==> src/inc/tof_readout_consts.svh <==
// Purpose: offsets, field positions, reset values and geometry constants
// Assumes: included by bare name from the readout design
// Notes: the list below summarises the readout behaviour
//
// Overview of operation
// - each pixel: A minus B as signed 12-bit sample plus saturation flag
// - saturation flag leaves on its own pin together with the pixel sample
// - flag pin reassigned and force bit set: saturated samples read 0xFFF
// - one coordinate system: columns 4 to 323, rows 6 to 245
// - top and bottom halves read in parallel, from the middle outward
// - rows convert evens then odds but leave in natural column order
// - same-position pixels of all 2x2 groups are driven together
// - full resolution drives all positions alike; 1, 2 or 4 frames
// - dual phase: odd rows run a quarter period after even rows
// - dual integration: even rows use length 1, odd rows length 2
// - either integration length may be the longer one
// - horizontal, vertical or both binning before conversion
// - every second column, and every second, fourth or eighth row
// - reduction combines with binning and both dual modes
// - frame time follows rows read; output time follows columns read
// - frames step the gate phase by a quarter period, first at 0
`ifndef TOF_READOUT_CONSTS_SVH
`define TOF_READOUT_CONSTS_SVH
`define REG_RED_BIN     8'h94
`define REG_ILEN2_HI    8'h9E
`define REG_ILEN2_LO    8'h9F
`define REG_ILEN1_HI    8'hA2
`define REG_ILEN1_LO    8'hA3
`define REG_FLAG_CFG    8'hCC
`define RB_COL_RED      0
`define RB_ROW_RED_LSB  1
`define RB_BIN_H        3
`define RB_BIN_V        4
`define FC_ALT_FUNC     6
`define FC_FORCE_ONES   7
`define RST_RED_BIN     8'h00
`define RST_FLAG_CFG    8'h00
`define RST_ILEN        16'h0040
`define ROW_FIRST       8'h06
`define ROW_LAST        8'hF5
`define ROW_MID_TOP     8'h7D
`define ROW_MID_BOT     8'h7E
`define HALF_ROWS       7'h78
`define SAMPLE_POS_MAX  12'h7FF
`define SAMPLE_NEG_MIN  12'h800
`define SAMPLE_ONES     12'hFFF
`define CHARGE_FULL     12'hFFF
`endif

==> src/inc/tof_readout_pkg.sv <==
// Purpose: types of the pixel readout block
// Assumes: constants come from the consts header
// Notes: one packed struct carries every flip-flop except the row buffer
package tof_readout_pkg;
  typedef enum logic [2:0] {
    IDLE  = 3'h0,
    INTEG = 3'h1,
    CONV  = 3'h3,
    EMIT  = 3'h2,
    NEXT  = 3'h6
  } fsm_t;

  typedef struct packed {
    fsm_t        st;
    logic [7:0]  redBin;
    logic [15:0] ilen1;
    logic [15:0] ilen2;
    logic [7:0]  flagCfg;
    logic [2:0]  vclkSync;
    logic [2:0]  shutSync;
    logic [1:0]  modSync;
    logic [1:0]  quadSync;
    logic [1:0]  dcsIdx;
    logic [1:0]  dcsDone;
    logic [15:0] intCnt;
    logic [6:0]  rowIdx;
    logic        rowHalf;
    logic [7:0]  evenCnt;
    logic [7:0]  oddCnt;
    logic [8:0]  outIdx;
    logic [11:0] data;
    logic        sat;
    logic        hsync;
    logic        vsync;
    logic [1:0]  gate0;
    logic [1:0]  gate1;
    logic [7:0]  topRow;
    logic [7:0]  botRow;
    logic        convReq;
    logic [7:0]  rdData;
  } state_t;
endpackage

==> src/tof_pixel_readout.sv <==
// Purpose: readout modes, row order, sample forming and video output
// Assumes: converter and register port share core_clk; pins are async
// Notes: one row buffer; converter waits while a row is being sent
`timescale 1ns/1ps
`include "tof_readout_consts.svh"
module tof_pixel_readout #(
  parameter int COLS = 320
) (
  // clock and reset
  input  wire logic        core_clk,
  input  wire logic        reset_n,
  // register port
  input  wire logic        regWrEn,
  input  wire logic [7:0]  regAddr,
  input  wire logic [7:0]  regWrData,
  output logic      [7:0]  regRdData,
  // mode selection
  input  wire logic        dualPhaseMode,
  input  wire logic        dualIntegMode,
  input  wire logic [1:0]  dcsCount,
  // pins from outside the clock domain
  input  wire logic        shutterPin,
  input  wire logic        modClkPin,
  input  wire logic        modQuadPin,
  input  wire logic        videoClkPin,
  // converter results
  input  wire logic        adcValid,
  input  wire logic        adcOdd,
  input  wire logic [11:0] adcChargeA,
  input  wire logic [11:0] adcChargeB,
  input  wire logic        adcRowDone,
  // pixel field control
  output logic      [1:0]  rowGroupGate0,
  output logic      [1:0]  rowGroupGate1,
  output logic      [1:0]  binCtrl,
  output logic      [7:0]  topRow,
  output logic      [7:0]  botRow,
  output logic             rowConvReq,
  // parallel video output
  output logic      [11:0] videoData,
  output logic             satFlagPin,
  output logic             hsyncPin,
  output logic             vsyncPin
);

  localparam tof_readout_pkg::state_t RST = '{
    st:      tof_readout_pkg::IDLE,
    redBin:  `RST_RED_BIN,
    ilen1:   `RST_ILEN,
    ilen2:   `RST_ILEN,
    flagCfg: `RST_FLAG_CFG,
    default: '0
  };

  tof_readout_pkg::state_t q_reg, q_next;
  logic [12:0] rowMem [COLS];
  logic        memWe;
  logic [8:0]  memAddr;
  logic [12:0] memIn;
  logic [12:0] memQ;
  logic        vEdge, shutEdge, colRed, altFunc, forceOnes;
  logic [6:0]  rowStep;
  logic [8:0]  lim, outStep;
  logic [15:0] maxLen;
  logic [1:0]  frameLast;
  logic        en0, en1;
  logic [12:0] diff;
  logic [11:0] sample;
  logic        satNow;

  // gate pair for a quarter-period phase step
  function automatic logic [1:0] gateOf(input logic [1:0] p,
                                        input logic m,
                                        input logic qd);
    logic [1:0] g;
    g = 2'h0;
    case (p)
      2'h0: g = {m, ~m};
      2'h1: g = {qd, ~qd};
      2'h2: g = {~m, m};
      default: g = {~qd, qd};
    endcase
    return g;
  endfunction

  // decoded settings and edges
  assign vEdge     = q_reg.vclkSync[1] & ~q_reg.vclkSync[2];
  assign shutEdge  = q_reg.shutSync[1] & ~q_reg.shutSync[2];
  assign colRed    = q_reg.redBin[`RB_COL_RED];
  assign altFunc   = q_reg.flagCfg[`FC_ALT_FUNC];
  assign forceOnes = q_reg.flagCfg[`FC_FORCE_ONES];
  assign rowStep   = 7'h01 << q_reg.redBin[`RB_ROW_RED_LSB +: 2];
  assign outStep   = colRed ? 9'h002 : 9'h001;
  assign lim       = {q_reg.evenCnt, 1'b0};
  assign memQ      = rowMem[q_reg.outIdx];
  assign frameLast = (dcsCount == 2'h0) ? 2'h0 :
                     (dcsCount == 2'h1) ? 2'h1 : 2'h3;
  // in dual integration the longer of the two lengths ends integration; otherwise length 1
  assign maxLen    = (dualIntegMode && q_reg.ilen2 > q_reg.ilen1) ?
                     q_reg.ilen2 : q_reg.ilen1;
  assign en0       = q_reg.intCnt < q_reg.ilen1;
  assign en1       = dualIntegMode ? (q_reg.intCnt < q_reg.ilen2) : en0;

  // signed difference of storage gate charges, clamped to 12 bits
  always_comb begin
    diff   = {1'b0, adcChargeA} - {1'b0, adcChargeB};
    sample = diff[11:0];
    satNow = (adcChargeA == `CHARGE_FULL) || (adcChargeB == `CHARGE_FULL);
    if (!diff[12] && diff[11]) begin
      sample = `SAMPLE_POS_MAX;
      satNow = 1'b1;
    end else if (diff[12] && !diff[11]) begin
      sample = `SAMPLE_NEG_MIN;
      satNow = 1'b1;
    end
  end

  // next state of the whole block
  always_comb begin
    q_next         = q_reg;
    q_next.convReq = 1'b0;
    memWe          = 1'b0;
    memAddr        = adcOdd ? {q_reg.oddCnt, 1'b1} : {q_reg.evenCnt, 1'b0};
    memIn          = {satNow, sample};
    q_next.vclkSync = {q_reg.vclkSync[1:0], videoClkPin};
    q_next.shutSync = {q_reg.shutSync[1:0], shutterPin};
    q_next.modSync  = {q_reg.modSync[0], modClkPin};
    q_next.quadSync = {q_reg.quadSync[0], modQuadPin};
    // register writes
    if (regWrEn) begin
      if (regAddr == `REG_RED_BIN) begin
        q_next.redBin = regWrData;
      end else if (regAddr == `REG_ILEN2_HI) begin
        q_next.ilen2[15:8] = regWrData;
      end else if (regAddr == `REG_ILEN2_LO) begin
        q_next.ilen2[7:0] = regWrData;
      end else if (regAddr == `REG_ILEN1_HI) begin
        q_next.ilen1[15:8] = regWrData;
      end else if (regAddr == `REG_ILEN1_LO) begin
        q_next.ilen1[7:0] = regWrData;
      end else if (regAddr == `REG_FLAG_CFG) begin
        q_next.flagCfg = regWrData;
      end
    end
    // register reads
    if (regAddr == `REG_RED_BIN) begin
      q_next.rdData = q_reg.redBin;
    end else if (regAddr == `REG_ILEN2_HI) begin
      q_next.rdData = q_reg.ilen2[15:8];
    end else if (regAddr == `REG_ILEN2_LO) begin
      q_next.rdData = q_reg.ilen2[7:0];
    end else if (regAddr == `REG_ILEN1_HI) begin
      q_next.rdData = q_reg.ilen1[15:8];
    end else if (regAddr == `REG_ILEN1_LO) begin
      q_next.rdData = q_reg.ilen1[7:0];
    end else if (regAddr == `REG_FLAG_CFG) begin
      q_next.flagCfg = q_next.flagCfg;
      q_next.rdData  = q_reg.flagCfg;
    end else begin
      q_next.rdData = 8'h00;
    end
    q_next.gate0 = 2'h0;
    q_next.gate1 = 2'h0;
    case (q_reg.st)
      tof_readout_pkg::IDLE: begin
        if (shutEdge) begin
          q_next.st     = tof_readout_pkg::INTEG;
          q_next.intCnt = 16'h0000;
          q_next.dcsIdx = 2'h0;
          q_next.dcsDone = 2'h0;
          q_next.rowIdx = 7'h00;
        end
      end
      tof_readout_pkg::INTEG: begin
        // all pixel groups share these two gate pairs
        if (en0) begin
          q_next.gate0 = gateOf(q_reg.dcsIdx, q_reg.modSync[1],
                                q_reg.quadSync[1]);
        end
        if (en1) begin
          q_next.gate1 = gateOf(dualPhaseMode ? 2'(q_reg.dcsIdx + 2'h1)
                                              : q_reg.dcsIdx,
                                q_reg.modSync[1], q_reg.quadSync[1]);
        end
        q_next.intCnt = q_reg.intCnt + 16'h0001;
        if (q_reg.intCnt >= maxLen) begin
          q_next.st      = tof_readout_pkg::CONV;
          q_next.convReq = 1'b1;
          q_next.rowHalf = 1'b0;
          q_next.evenCnt = 8'h00;
          q_next.oddCnt  = 8'h00;
          q_next.topRow  = `ROW_MID_TOP - {1'b0, q_reg.rowIdx};
          q_next.botRow  = `ROW_MID_BOT + {1'b0, q_reg.rowIdx};
        end
      end
      tof_readout_pkg::CONV: begin
        // evens land on even slots, odds on odd slots
        if (adcValid && memAddr < 9'(COLS)) begin
          memWe = 1'b1;
          if (adcOdd) begin
            q_next.oddCnt = q_reg.oddCnt + 8'h01;
          end else begin
            q_next.evenCnt = q_reg.evenCnt + 8'h01;
          end
        end
        if (adcRowDone) begin
          q_next.st     = tof_readout_pkg::EMIT;
          q_next.outIdx = 9'h000;
          q_next.vsync  = 1'b1;
        end
      end
      tof_readout_pkg::EMIT: begin
        // one pixel per data clock, natural column order
        if (vEdge) begin
          if (q_reg.outIdx < lim) begin
            q_next.data   = (memQ[12] && altFunc && forceOnes) ?
                            `SAMPLE_ONES : memQ[11:0];
            q_next.sat    = altFunc ? 1'b1 : memQ[12];
            q_next.hsync  = 1'b1;
            q_next.outIdx = q_reg.outIdx + outStep;
          end else begin
            q_next.hsync = 1'b0;
            q_next.sat   = altFunc ? 1'b0 : q_reg.sat;
            q_next.st    = tof_readout_pkg::NEXT;
          end
        end
      end
      default: begin
        q_next.evenCnt = 8'h00;
        q_next.oddCnt  = 8'h00;
        q_next.st      = tof_readout_pkg::CONV;
        if (!q_reg.rowHalf) begin
          q_next.rowHalf = 1'b1;
          q_next.convReq = 1'b1;
        end else if (q_reg.rowIdx + rowStep >= `HALF_ROWS) begin
          // frame done; fewer rows read means a shorter frame
          q_next.vsync   = 1'b0;
          q_next.rowIdx  = 7'h00;
          q_next.dcsDone = q_reg.dcsDone + 2'h1;
          q_next.dcsIdx  = q_reg.dcsIdx + 2'h1;
          q_next.intCnt  = 16'h0000;
          q_next.st      = (q_reg.dcsDone == frameLast) ?
                           tof_readout_pkg::IDLE : tof_readout_pkg::INTEG;
        end else begin
          q_next.rowIdx  = q_reg.rowIdx + rowStep;
          q_next.rowHalf = 1'b0;
          q_next.convReq = 1'b1;
          q_next.topRow  = `ROW_MID_TOP - {1'b0, 7'(q_reg.rowIdx + rowStep)};
          q_next.botRow  = `ROW_MID_BOT + {1'b0, 7'(q_reg.rowIdx + rowStep)};
        end
      end
    endcase
  end

  // state registers
  always_ff @(posedge core_clk or negedge reset_n) begin
    if (!reset_n) begin
      q_reg <= RST;
    end else begin
      q_reg <= q_next;
    end
  end

  // row buffer, contents need no reset
  always_ff @(posedge core_clk) begin
    if (memWe) begin
      rowMem[memAddr] <= memIn;
    end
  end

  // outputs straight from flip-flops
  assign regRdData     = q_reg.rdData;
  assign rowGroupGate0 = q_reg.gate0;
  assign rowGroupGate1 = q_reg.gate1;
  assign binCtrl       = {q_reg.redBin[`RB_BIN_V],
                          q_reg.redBin[`RB_BIN_H]};
  assign topRow        = q_reg.topRow;
  assign botRow        = q_reg.botRow;
  assign rowConvReq    = q_reg.convReq;
  assign videoData     = q_reg.data;
  assign satFlagPin    = q_reg.sat;
  assign hsyncPin      = q_reg.hsync;
  assign vsyncPin      = q_reg.vsync;

  logic pixGo;
  assign pixGo = q_reg.st == tof_readout_pkg::EMIT && vEdge &&
                 q_reg.outIdx < lim;
endmodule

==> config.mk <==
export PLATFORM = sky130hd
export DESIGN_NAME = tof_pixel_readout
export DESIGN_NICKNAME = d
export VERILOG_FILES = /design/src/inc/tof_readout_pkg.sv /design/src/tof_pixel_readout.sv
export VERILOG_INCLUDE_DIRS = /design/src /design/src/inc
export SDC_FILE = /design/constraint.sdc
export NUM_CORES = 2
export LEC_CHECK = 0
export ABC_CLOCK_PERIOD_IN_PS = 4900
export BUFFER_PORTS_ARGS = -buffer_cell sky130_fd_sc_hd__buf_2
export CORE_MARGIN = 2
export CORE_UTILIZATION = 30
export CTS_BUF_LIST = sky130_fd_sc_hd__clkbuf_8
export CTS_CLUSTER_DIAMETER = 80
export DETAILED_ROUTE_END_ITERATION = 10
export HOLD_SLACK_MARGIN = 0.05
export PLACE_DENSITY = 0.5
export SLEW_MARGIN = 20
export SYNTH_ARGS = -nofsm -noshare
export SYNTH_HDL_FRONTEND = slang
export SYNTH_MEMORY_MAX_BITS = 65536
export SYNTH_SLANG_ARGS = --single-unit
==> constraint.sdc <==
create_clock -name core_clk -period 4.9 [get_ports core_clk]
set_input_delay 0.49 -clock core_clk [delete_from_list [all_inputs] [get_ports core_clk]]
set_output_delay 0.49 -clock core_clk [all_outputs]
set_load 0.05 [all_outputs]
## Yosys cells after proc, flatten, opt, wreduce, memory -nomap -nowiden

Memories as Yosys holds them, arrays and structs flattened.
Cells that the tools add are included.

- Register bits: 158
- Latch bits: 0
- Bits in writable memories: 4160
- ROM bits: 0
- Input bits: 54
- Output and inout bits: 46
- Logic and storage cells: 206
- Memories kept: 1

- Add/sub/neg operators: 12
- Multipliers: 0
- Divide/modulo/power cells: 0
- Order comparisons: 7
- Equality and inequality tests: 27
- Shift operators: 1
- Muxes and demuxes: 67
- Bitwise operators: 16
- Reductions and logical operators: 46

Memory list:

| name | words | bits a word | read ports | clocked after Yosys merged registers in | wr ports | RTL line | text |
|---|---|---|---|---|---|---|---|
| rowMem | 320 | 13 | 1 | 0 | 1 | tof_pixel_readout.sv:56 | `logic [12:0] rowMem [COLS];` |

Operator list:

| kind | count |
|---|---|
| one-hot mux 16 bit (3 select lines) | 2 |
| two-way mux 8 bit | 8 |
| two-way mux 27 bit | 2 |
| two-way mux 17 bit | 3 |
| equality test 8 bit, second input constant | 6 |
| two-way mux 16 bit | 3 |
| two-way mux 12 bit | 3 |
| one-hot mux 17 bit (2 select lines) | 1 |
| less-than comparator 16 bit | 2 |
| AND reduction 4 bit | 8 |
| equality test 12 bit, second input constant | 2 |
| two-way mux 23 bit | 1 |
| two-way mux 21 bit | 1 |
| two-way mux 20 bit | 1 |
| two-way mux 2 bit | 9 |
| two-way mux 9 bit | 2 |
| != test 2 bit, second input constant | 9 |
| one-hot mux 9 bit (2 select lines) | 1 |
| adder 16 x 1 -> 16 bit, second input constant | 1 |
| adder 7 x 7 -> 8 bit, first input constant | 2 |
| adder 8 x 1 -> 8 bit, second input constant | 2 |
| greater-or-equal comparator 16 bit | 1 |
| greater-than comparator 16 bit | 1 |
| two-way mux 1 bit | 16 |
| other kinds (39) | 89 |

## Longest topological paths before layout

- Depth after elaboration: 8
- Depth in mapped cells: 22
- Depth with buffers taken out: 21

## Least setup slack after synthesis

No wires, ideal clock.

- Path kind: input port to flip-flop
- From: input adcChargeA[0]
- To: memory rowMem[0][8] (data pin)
- Library setup time: 2.682 ns
- Arrival time: 14.889 ns
- Data required time: 2.218 ns
- Path slack: -12.671 ns
- Cell stages on the path: 13
- Path buffers: 1
- Path through: inv_1 > ha_1 > fa_1 > nor2b_1 > o21ai_0 > a21boi_0 > o21ai_0 > a21oi_1 > a31oi_1 > o21ai_0 > nor2_1 > clkbuf_1 > o21ai_0

- Cells in the longest elaborated chain, start to end: 5
- Elaborated cells between the ends (all ways): 7
- Those cells by class: 1 x add/sub; 2 x mux; 4 x reduce/logical

Ends and longest elaborated chain:

| item | RTL line | text |
|---|---|---|
| start, declared | tof_pixel_readout.sv:29 | `input wire logic [11:0] adcChargeA,` |
| subtractor 12 x 12 -> 13 bit (*) | tof_pixel_readout.sv:106 | `diff = {1'b0, adcChargeA} - {1'b0, adcChargeB};` |
| logical NOT 1 bit | tof_pixel_readout.sv:112 | `end else if (diff[12] && !diff[11]) begin` |
| logical AND 1 bit | tof_pixel_readout.sv:112 |  |
| two-way mux 12 bit | tof_pixel_readout.sv:112 |  |
| two-way mux 12 bit (*) | tof_pixel_readout.sv:109 | `if (!diff[12] && diff[11]) begin` |
| named net sample[8] | tof_pixel_readout.sv:68 | `logic [11:0] sample;` |
| end, declared | tof_pixel_readout.sv:56 |  |

The timed path passes the listed nets; every way through them passes the cells marked *.

## Final worst setup path

- From: register q_reg[132] (netlist bit)
- To: register q_reg, in the netlist botRow[1]

- Cells in the longest elaborated chain, start to end: 6

Ends and longest elaborated chain:

| item | RTL line | text |
|---|---|---|
| start, declared | tof_pixel_readout.sv:55 | `tof_readout_pkg::state_t q_reg, q_next;` |
| start signal, assigned | tof_pixel_readout.sv:260 | `q_reg <= q_next;` |
| greater-than comparator 16 bit | tof_pixel_readout.sv:99 | `assign maxLen = (dualIntegMode && q_reg.ilen2 > q_reg.ilen1) ?` |
| logical AND 1 bit | tof_pixel_readout.sv:99 |  |
| two-way mux 16 bit (*) | tof_pixel_readout.sv:99 |  |
| greater-or-equal comparator 16 bit (*) | tof_pixel_readout.sv:186 | `if (q_reg.intCnt >= maxLen) begin` |
| != test 2 bit (no line) (*) | -- |  |
| AND reduction 4 bit (no line) (*) | -- |  |

Mark *: on every way between the ends. The rest lies on a longest branch, timed or not.
A chain may end at the register's enable or synchronous reset.

==> results.txt <==
- Crit Path Class: register to register
* Fraction of registers with async set or reset after synthesis: around 3.6%
* Start of the worst register-to-register path: q_reg[132]$_DFFE_PN0P_
- For this block, the via count after detailed routing is 90900.
* Number of flip-flops and latches in the synthesized netlist: ~4300
- Among all stages on the critical path, the largest delay is contributed by dfrtp_1.
- Largest net degree at the start of global routing: approximately 150
- Outcome: complete, no violations
* Router iterations before antenna repair: 5
- Total clock buffers created by CTS: roughly 710
* Io pins: 100
* Initial detailed-routing violation count: ~10000
- Final Hold Viols: 0
* Number of placed cells counting well taps: 16200
* Worst slack at placement: roughly 0.24 ns
- The clock reaches the later pin of the worst-skew pair after ~1.3 ns.
* Max Clock Skew: 0.0814 ns
- Final number of setup-violating endpoints: 0
- Routed Wire Length: approximately 540000 um
* Clock transition time at the flip-flop clock pins of the worst setup and hold paths: 0.05 ns
- Post-route ant nets: 0
- Along the worst hold path, the cell count comes to 6.
- VDD IR max: 0.446 mV
- The clock net in this run drives a total of 4317 sinks.
* Post-route non-filler standard cell count: around 18000
- Horiz. Die Dim: approximately 760 um
- The initial antenna violation count was 40.
- The number of different library cells used by synthesis comes to just over 90.
- Power comes to about 0.10 W.
- Standard cell core area: 568000 sq um
* Congestion Overflow GR: 0
- Number of violations of the max-capacitance limit: 0
* Critical-path cell list: inv_2 > ha_4 > nor2b_1 > o21a_1 > o21a_1 > o21a_1 > o21a_1 > o211ai_1 > a21oi_2 > o21ai_2 > mux2_4 > ha_1 > nand2b_1 > a21o_1 > a21o_1 > a21oi_2 > o211ai_1 > a211oi_2 > buf_4 > nor4b_4 > buf_4 > buf_4 > o221a_2 > a21o_1
- Setup tns final: 0 ns
- The most used flip-flop cell after synthesis is edfxtp_1.
* Biggest fanout along the worst timing path: 5
* Crit-path most repeated cell: o21a_1
- Max transition margin: a little under a quarter
* Worst Max-Slew Pin Slew: around 1.2 ns
* Startpoint kind of the worst setup timing path: register
- Setup slack closes at 0.150 ns.
- Cells with a size suffix above 1 make up 28.5% of the layout.
- The Yosys step of the flow raised 0 warnings.
- Max incr delay on CP: ~0.38 ns
- Number of core rows: 277
* Mean Syn Cell Area: between 20 and 25 sq um
- Measured in cells, the most critical reg-to-reg path has a length of 24.
- The number of buffers and inverters on the critical path is 4.
* Max Buffers Root-to-Sink: 4
- For this configuration, the core starts out at a cell density of between 30% and 40%.
- Achievable clock frequency: 211 MHz
- Buffers placed on the I/O ports in this run total between 90 and 100.
* Biggest area contributors in the synthesized netlist: edfxtp_1 (73%), mux4_2 (13%), dfrtp_1 (2.3%)
- Die area: roughly 580000 sq um
- Overall Global Routing Usage: between 10% and 20%
- Final nets: around 9600
- From bottom edge to top edge, the die measures 759 um.
- Detailed placement finished with a half-perimeter wire length of approximately 340000 um.
- After detailed routing, the average wire length per cell comes to 30.7 um.
- Critical path capture point type: register
- The tightest min-delay check is of the input pin to register type.
* Vias in the first global route: 92500
- Worst Hold Launch: regAddr[4]
- End of the worst register-to-register path: botRow[1]$_DFFE_PN0P_
- Sequential element share of the synthesized area: about three quarters
- The number of pins exceeding their max-slew limit in the final report was 0.
* Hold Crit Endpoint: regRdData[7]$_DFF_PN0_
- For flop-to-flop paths, the worst setup slack is between 0.1 and 0.15 ns.
- Clock period minus final worst setup slack: 4.75 ns
- In this run the power density over the cells is 515 nW/um^2.
- Number of nets produced by synthesis: between 8000 and 9000
- Htree depth: 6
- In this run the cell area of the synthesized design comes to around 170000 sq um.
* Cell class contributing the biggest share of worst-path delay: compound AO/OA/AOI/OAI gates
- The analysis attributes to cell leakage a power of approximately 64 nW.
- Routability-driven placement finished with a final weighted congestion of approximately 0.86.
* Remaining design rule violation count: 0
- Wire length of the first global-routing pass: around 740000 um
- TritonCTS built the clock tree.
* WP data required: 6.03 ns
- Of the post-synthesis cell area, the dominant cell type holds between 70% and 80%.
- After detailed routing, the number of vias per cell comes to 5.17.
- Counting flops with a built-in enable in the synthesized netlist gives about 4200.
* Clk Tree Root Cell: clkbuf_8
- Critical path data arrival time: ~5.9 ns
- Synthesis produced a netlist whose cell count is 8296.
* Max reg flops: around 4200
- Area delta synth->final: 16.2%
- Largest area contributor in the synthesized netlist: edfxtp_1
* Crit share post-route: 96.9%
cells in the final DEF, fill, tap and decap left out, types with 14 or more instances in the layout:
master | synthesis | layout
a211oi_1 | 30 | 29
a21o_1 | 30 | 30
a21oi_1 | 186 | 177
a221oi_1 | 33 | 33
a22o_1 | 19 | 19
a22oi_1 | 110 | 110
a31oi_1 | 35 | 34
and3_1 | 17 | 17
buf_12 | 13 | 102
buf_2 | 75 | 98
buf_4 | 115 | 711
clkbuf_8 | 5 | 723
clkinv_1 | 3 | 173
clkinv_2 | 0 | 48
dfrtp_1 | 155 | 149
diode_2 | 0 | 14
dlygate4sd3_1 | 1 | 61
edfxtp_1 | 4160 | 4160
ha_1 | 98 | 96
inv_1 | 83 | 337
inv_8 | 0 | 21
mux2_2 | 43 | 42
mux2i_1 | 369 | 369
mux4_1 | 15 | 15
mux4_2 | 979 | 979
nand2_1 | 225 | 215
nand2b_1 | 20 | 20
nand3_1 | 65 | 58
nand4_1 | 30 | 30
nor2_1 | 459 | 455
nor2b_1 | 21 | 19
nor3_1 | 38 | 37
o21a_1 | 21 | 21
o21ai_0 | 157 | 148
o221ai_1 | 107 | 107
o22ai_1 | 53 | 53
xnor2_1 | 31 | 31
final cells by class:
type	instances	area, sq um
Inverter	87	348
Sequential cell	4317	129000
Fill cell	53100	370000
Clock inverter	544	2790
Clock buffer	722	9940
Multi-Input combinational cell	3378	38700
Timing Repair Buffer	977	8590
Tap cell	7533	9430
Antenna cell	14	35.0
where the power goes:
| part | switching [W] | internal, W |
|---|---|---|
| Combinational | 0.0186 | 0.0108 |
| Clock | 0.0148 | 0.0143 |
| Sequential | 0.000598 | 0.0433 |
what timing repair did:
action,4_1_cts,5_1_grt
hold endpoints to repair,250,0
hold buffers,62,0
setup buffers,0,12
gates resized for setup,0,9
setup endpoints to repair,0,28
stage by stage:
stage          cell area [sq um]  hold slack, ns  utilization, %
2_1_floorplan             171000           0.194               -
3_3_place_gp              185000           0.340            32.6
6_report                  199000           0.202            35.0
4_1_cts                   199000          0.0651            34.9
3_5_place_dp              185000           0.335            32.6
5_1_grt                   199000           0.226            35.0
tightest hold or removal path, cell delays in order:
cell and delay, ns:
buf_2 0.11, nor3b_1 0.14, nand4_1 0.30, o221ai_1 0.17
o21ai_0 0.14, nand2_1 0.08
synthesized netlist by cell type (all sizes together), types with 5 or more instances:
library cell  number
xnor2             31
clkbuf           199
nor2b             21
nor3              38
mux2              43
nand3b             5
o21a              21
a22o              19
a21o              30
inv               84
dfrtp            155
o22ai             53
nand4             30
a221oi            34
a2111oi            8
a22oi            110
o21ai            164
and3              17
xor2              11
o221ai           107
o31ai             10
mux2i            369
o211ai            12
a211oi            30
ha                98
a21oi            186
nor2             460
o41ai              6
and2              13
edfxtp          4160
nor4              12
a31oi             35
mux4             994
or3               10
nor4b              6
nand3             65
buf              312
nand2            225
o2111ai            7
nand2b            20
or2               10
layer usage:
metal,wire [um],track usage [%],vias up,share of wire (%)
li1,-,-,36900,-
met1,224000,24.8,49200,42
met2,255000,29.5,3911,47
met3,41500,3.49,829,7.7
met4,18500,6.05,10,3.4
met5,57,0,-,0.011
how the worst max path moves through the flow:
stage | start | end | slack [ns] | cells past startpoint
2_1_floorplan | adcChargeA[0] | rowMem[0][4]$_DFFE_PP_ | -1.29 | 13
3_3_place_gp | q_reg[132]$_DFFE_PN0P_ | q_reg[53]$_DFFE_PN0P_ | 0.15 | 22
3_5_place_dp | q_reg[116]$_DFFE_PN0P_ | q_reg[53]$_DFFE_PN0P_ | 0.24 | 21
4_1_cts | q_reg[132]$_DFFE_PN0P_ | q_reg[57]$_DFFE_PN0P_ | 0.13 | 23
5_1_grt | q_reg[132]$_DFFE_PN0P_ | botRow[1]$_DFFE_PN0P_ | -0.02 | 24
6_report | q_reg[132]$_DFFE_PN0P_ | botRow[1]$_DFFE_PN0P_ | 0.15 | 24
kinds of logic (layout without fill, tap and decap cells):
group | Yosys count | count (layout) | share of synthesized area, %
xor+xnor | 42 | 42 | 0.215
simple gates | 947 | 947 | 2.42
compound gates | 882 | 882 | 3.48
fa+ha+maj | 101 | 101 | 0.752
flops | 4317 | 4317 | 75.4
mux | 1406 | 1406 | 15.6
other cells | 0 | 14 | 0
buf+inv | 601 | 2330 | 2.19
Power figures use the tool's default switching activity.
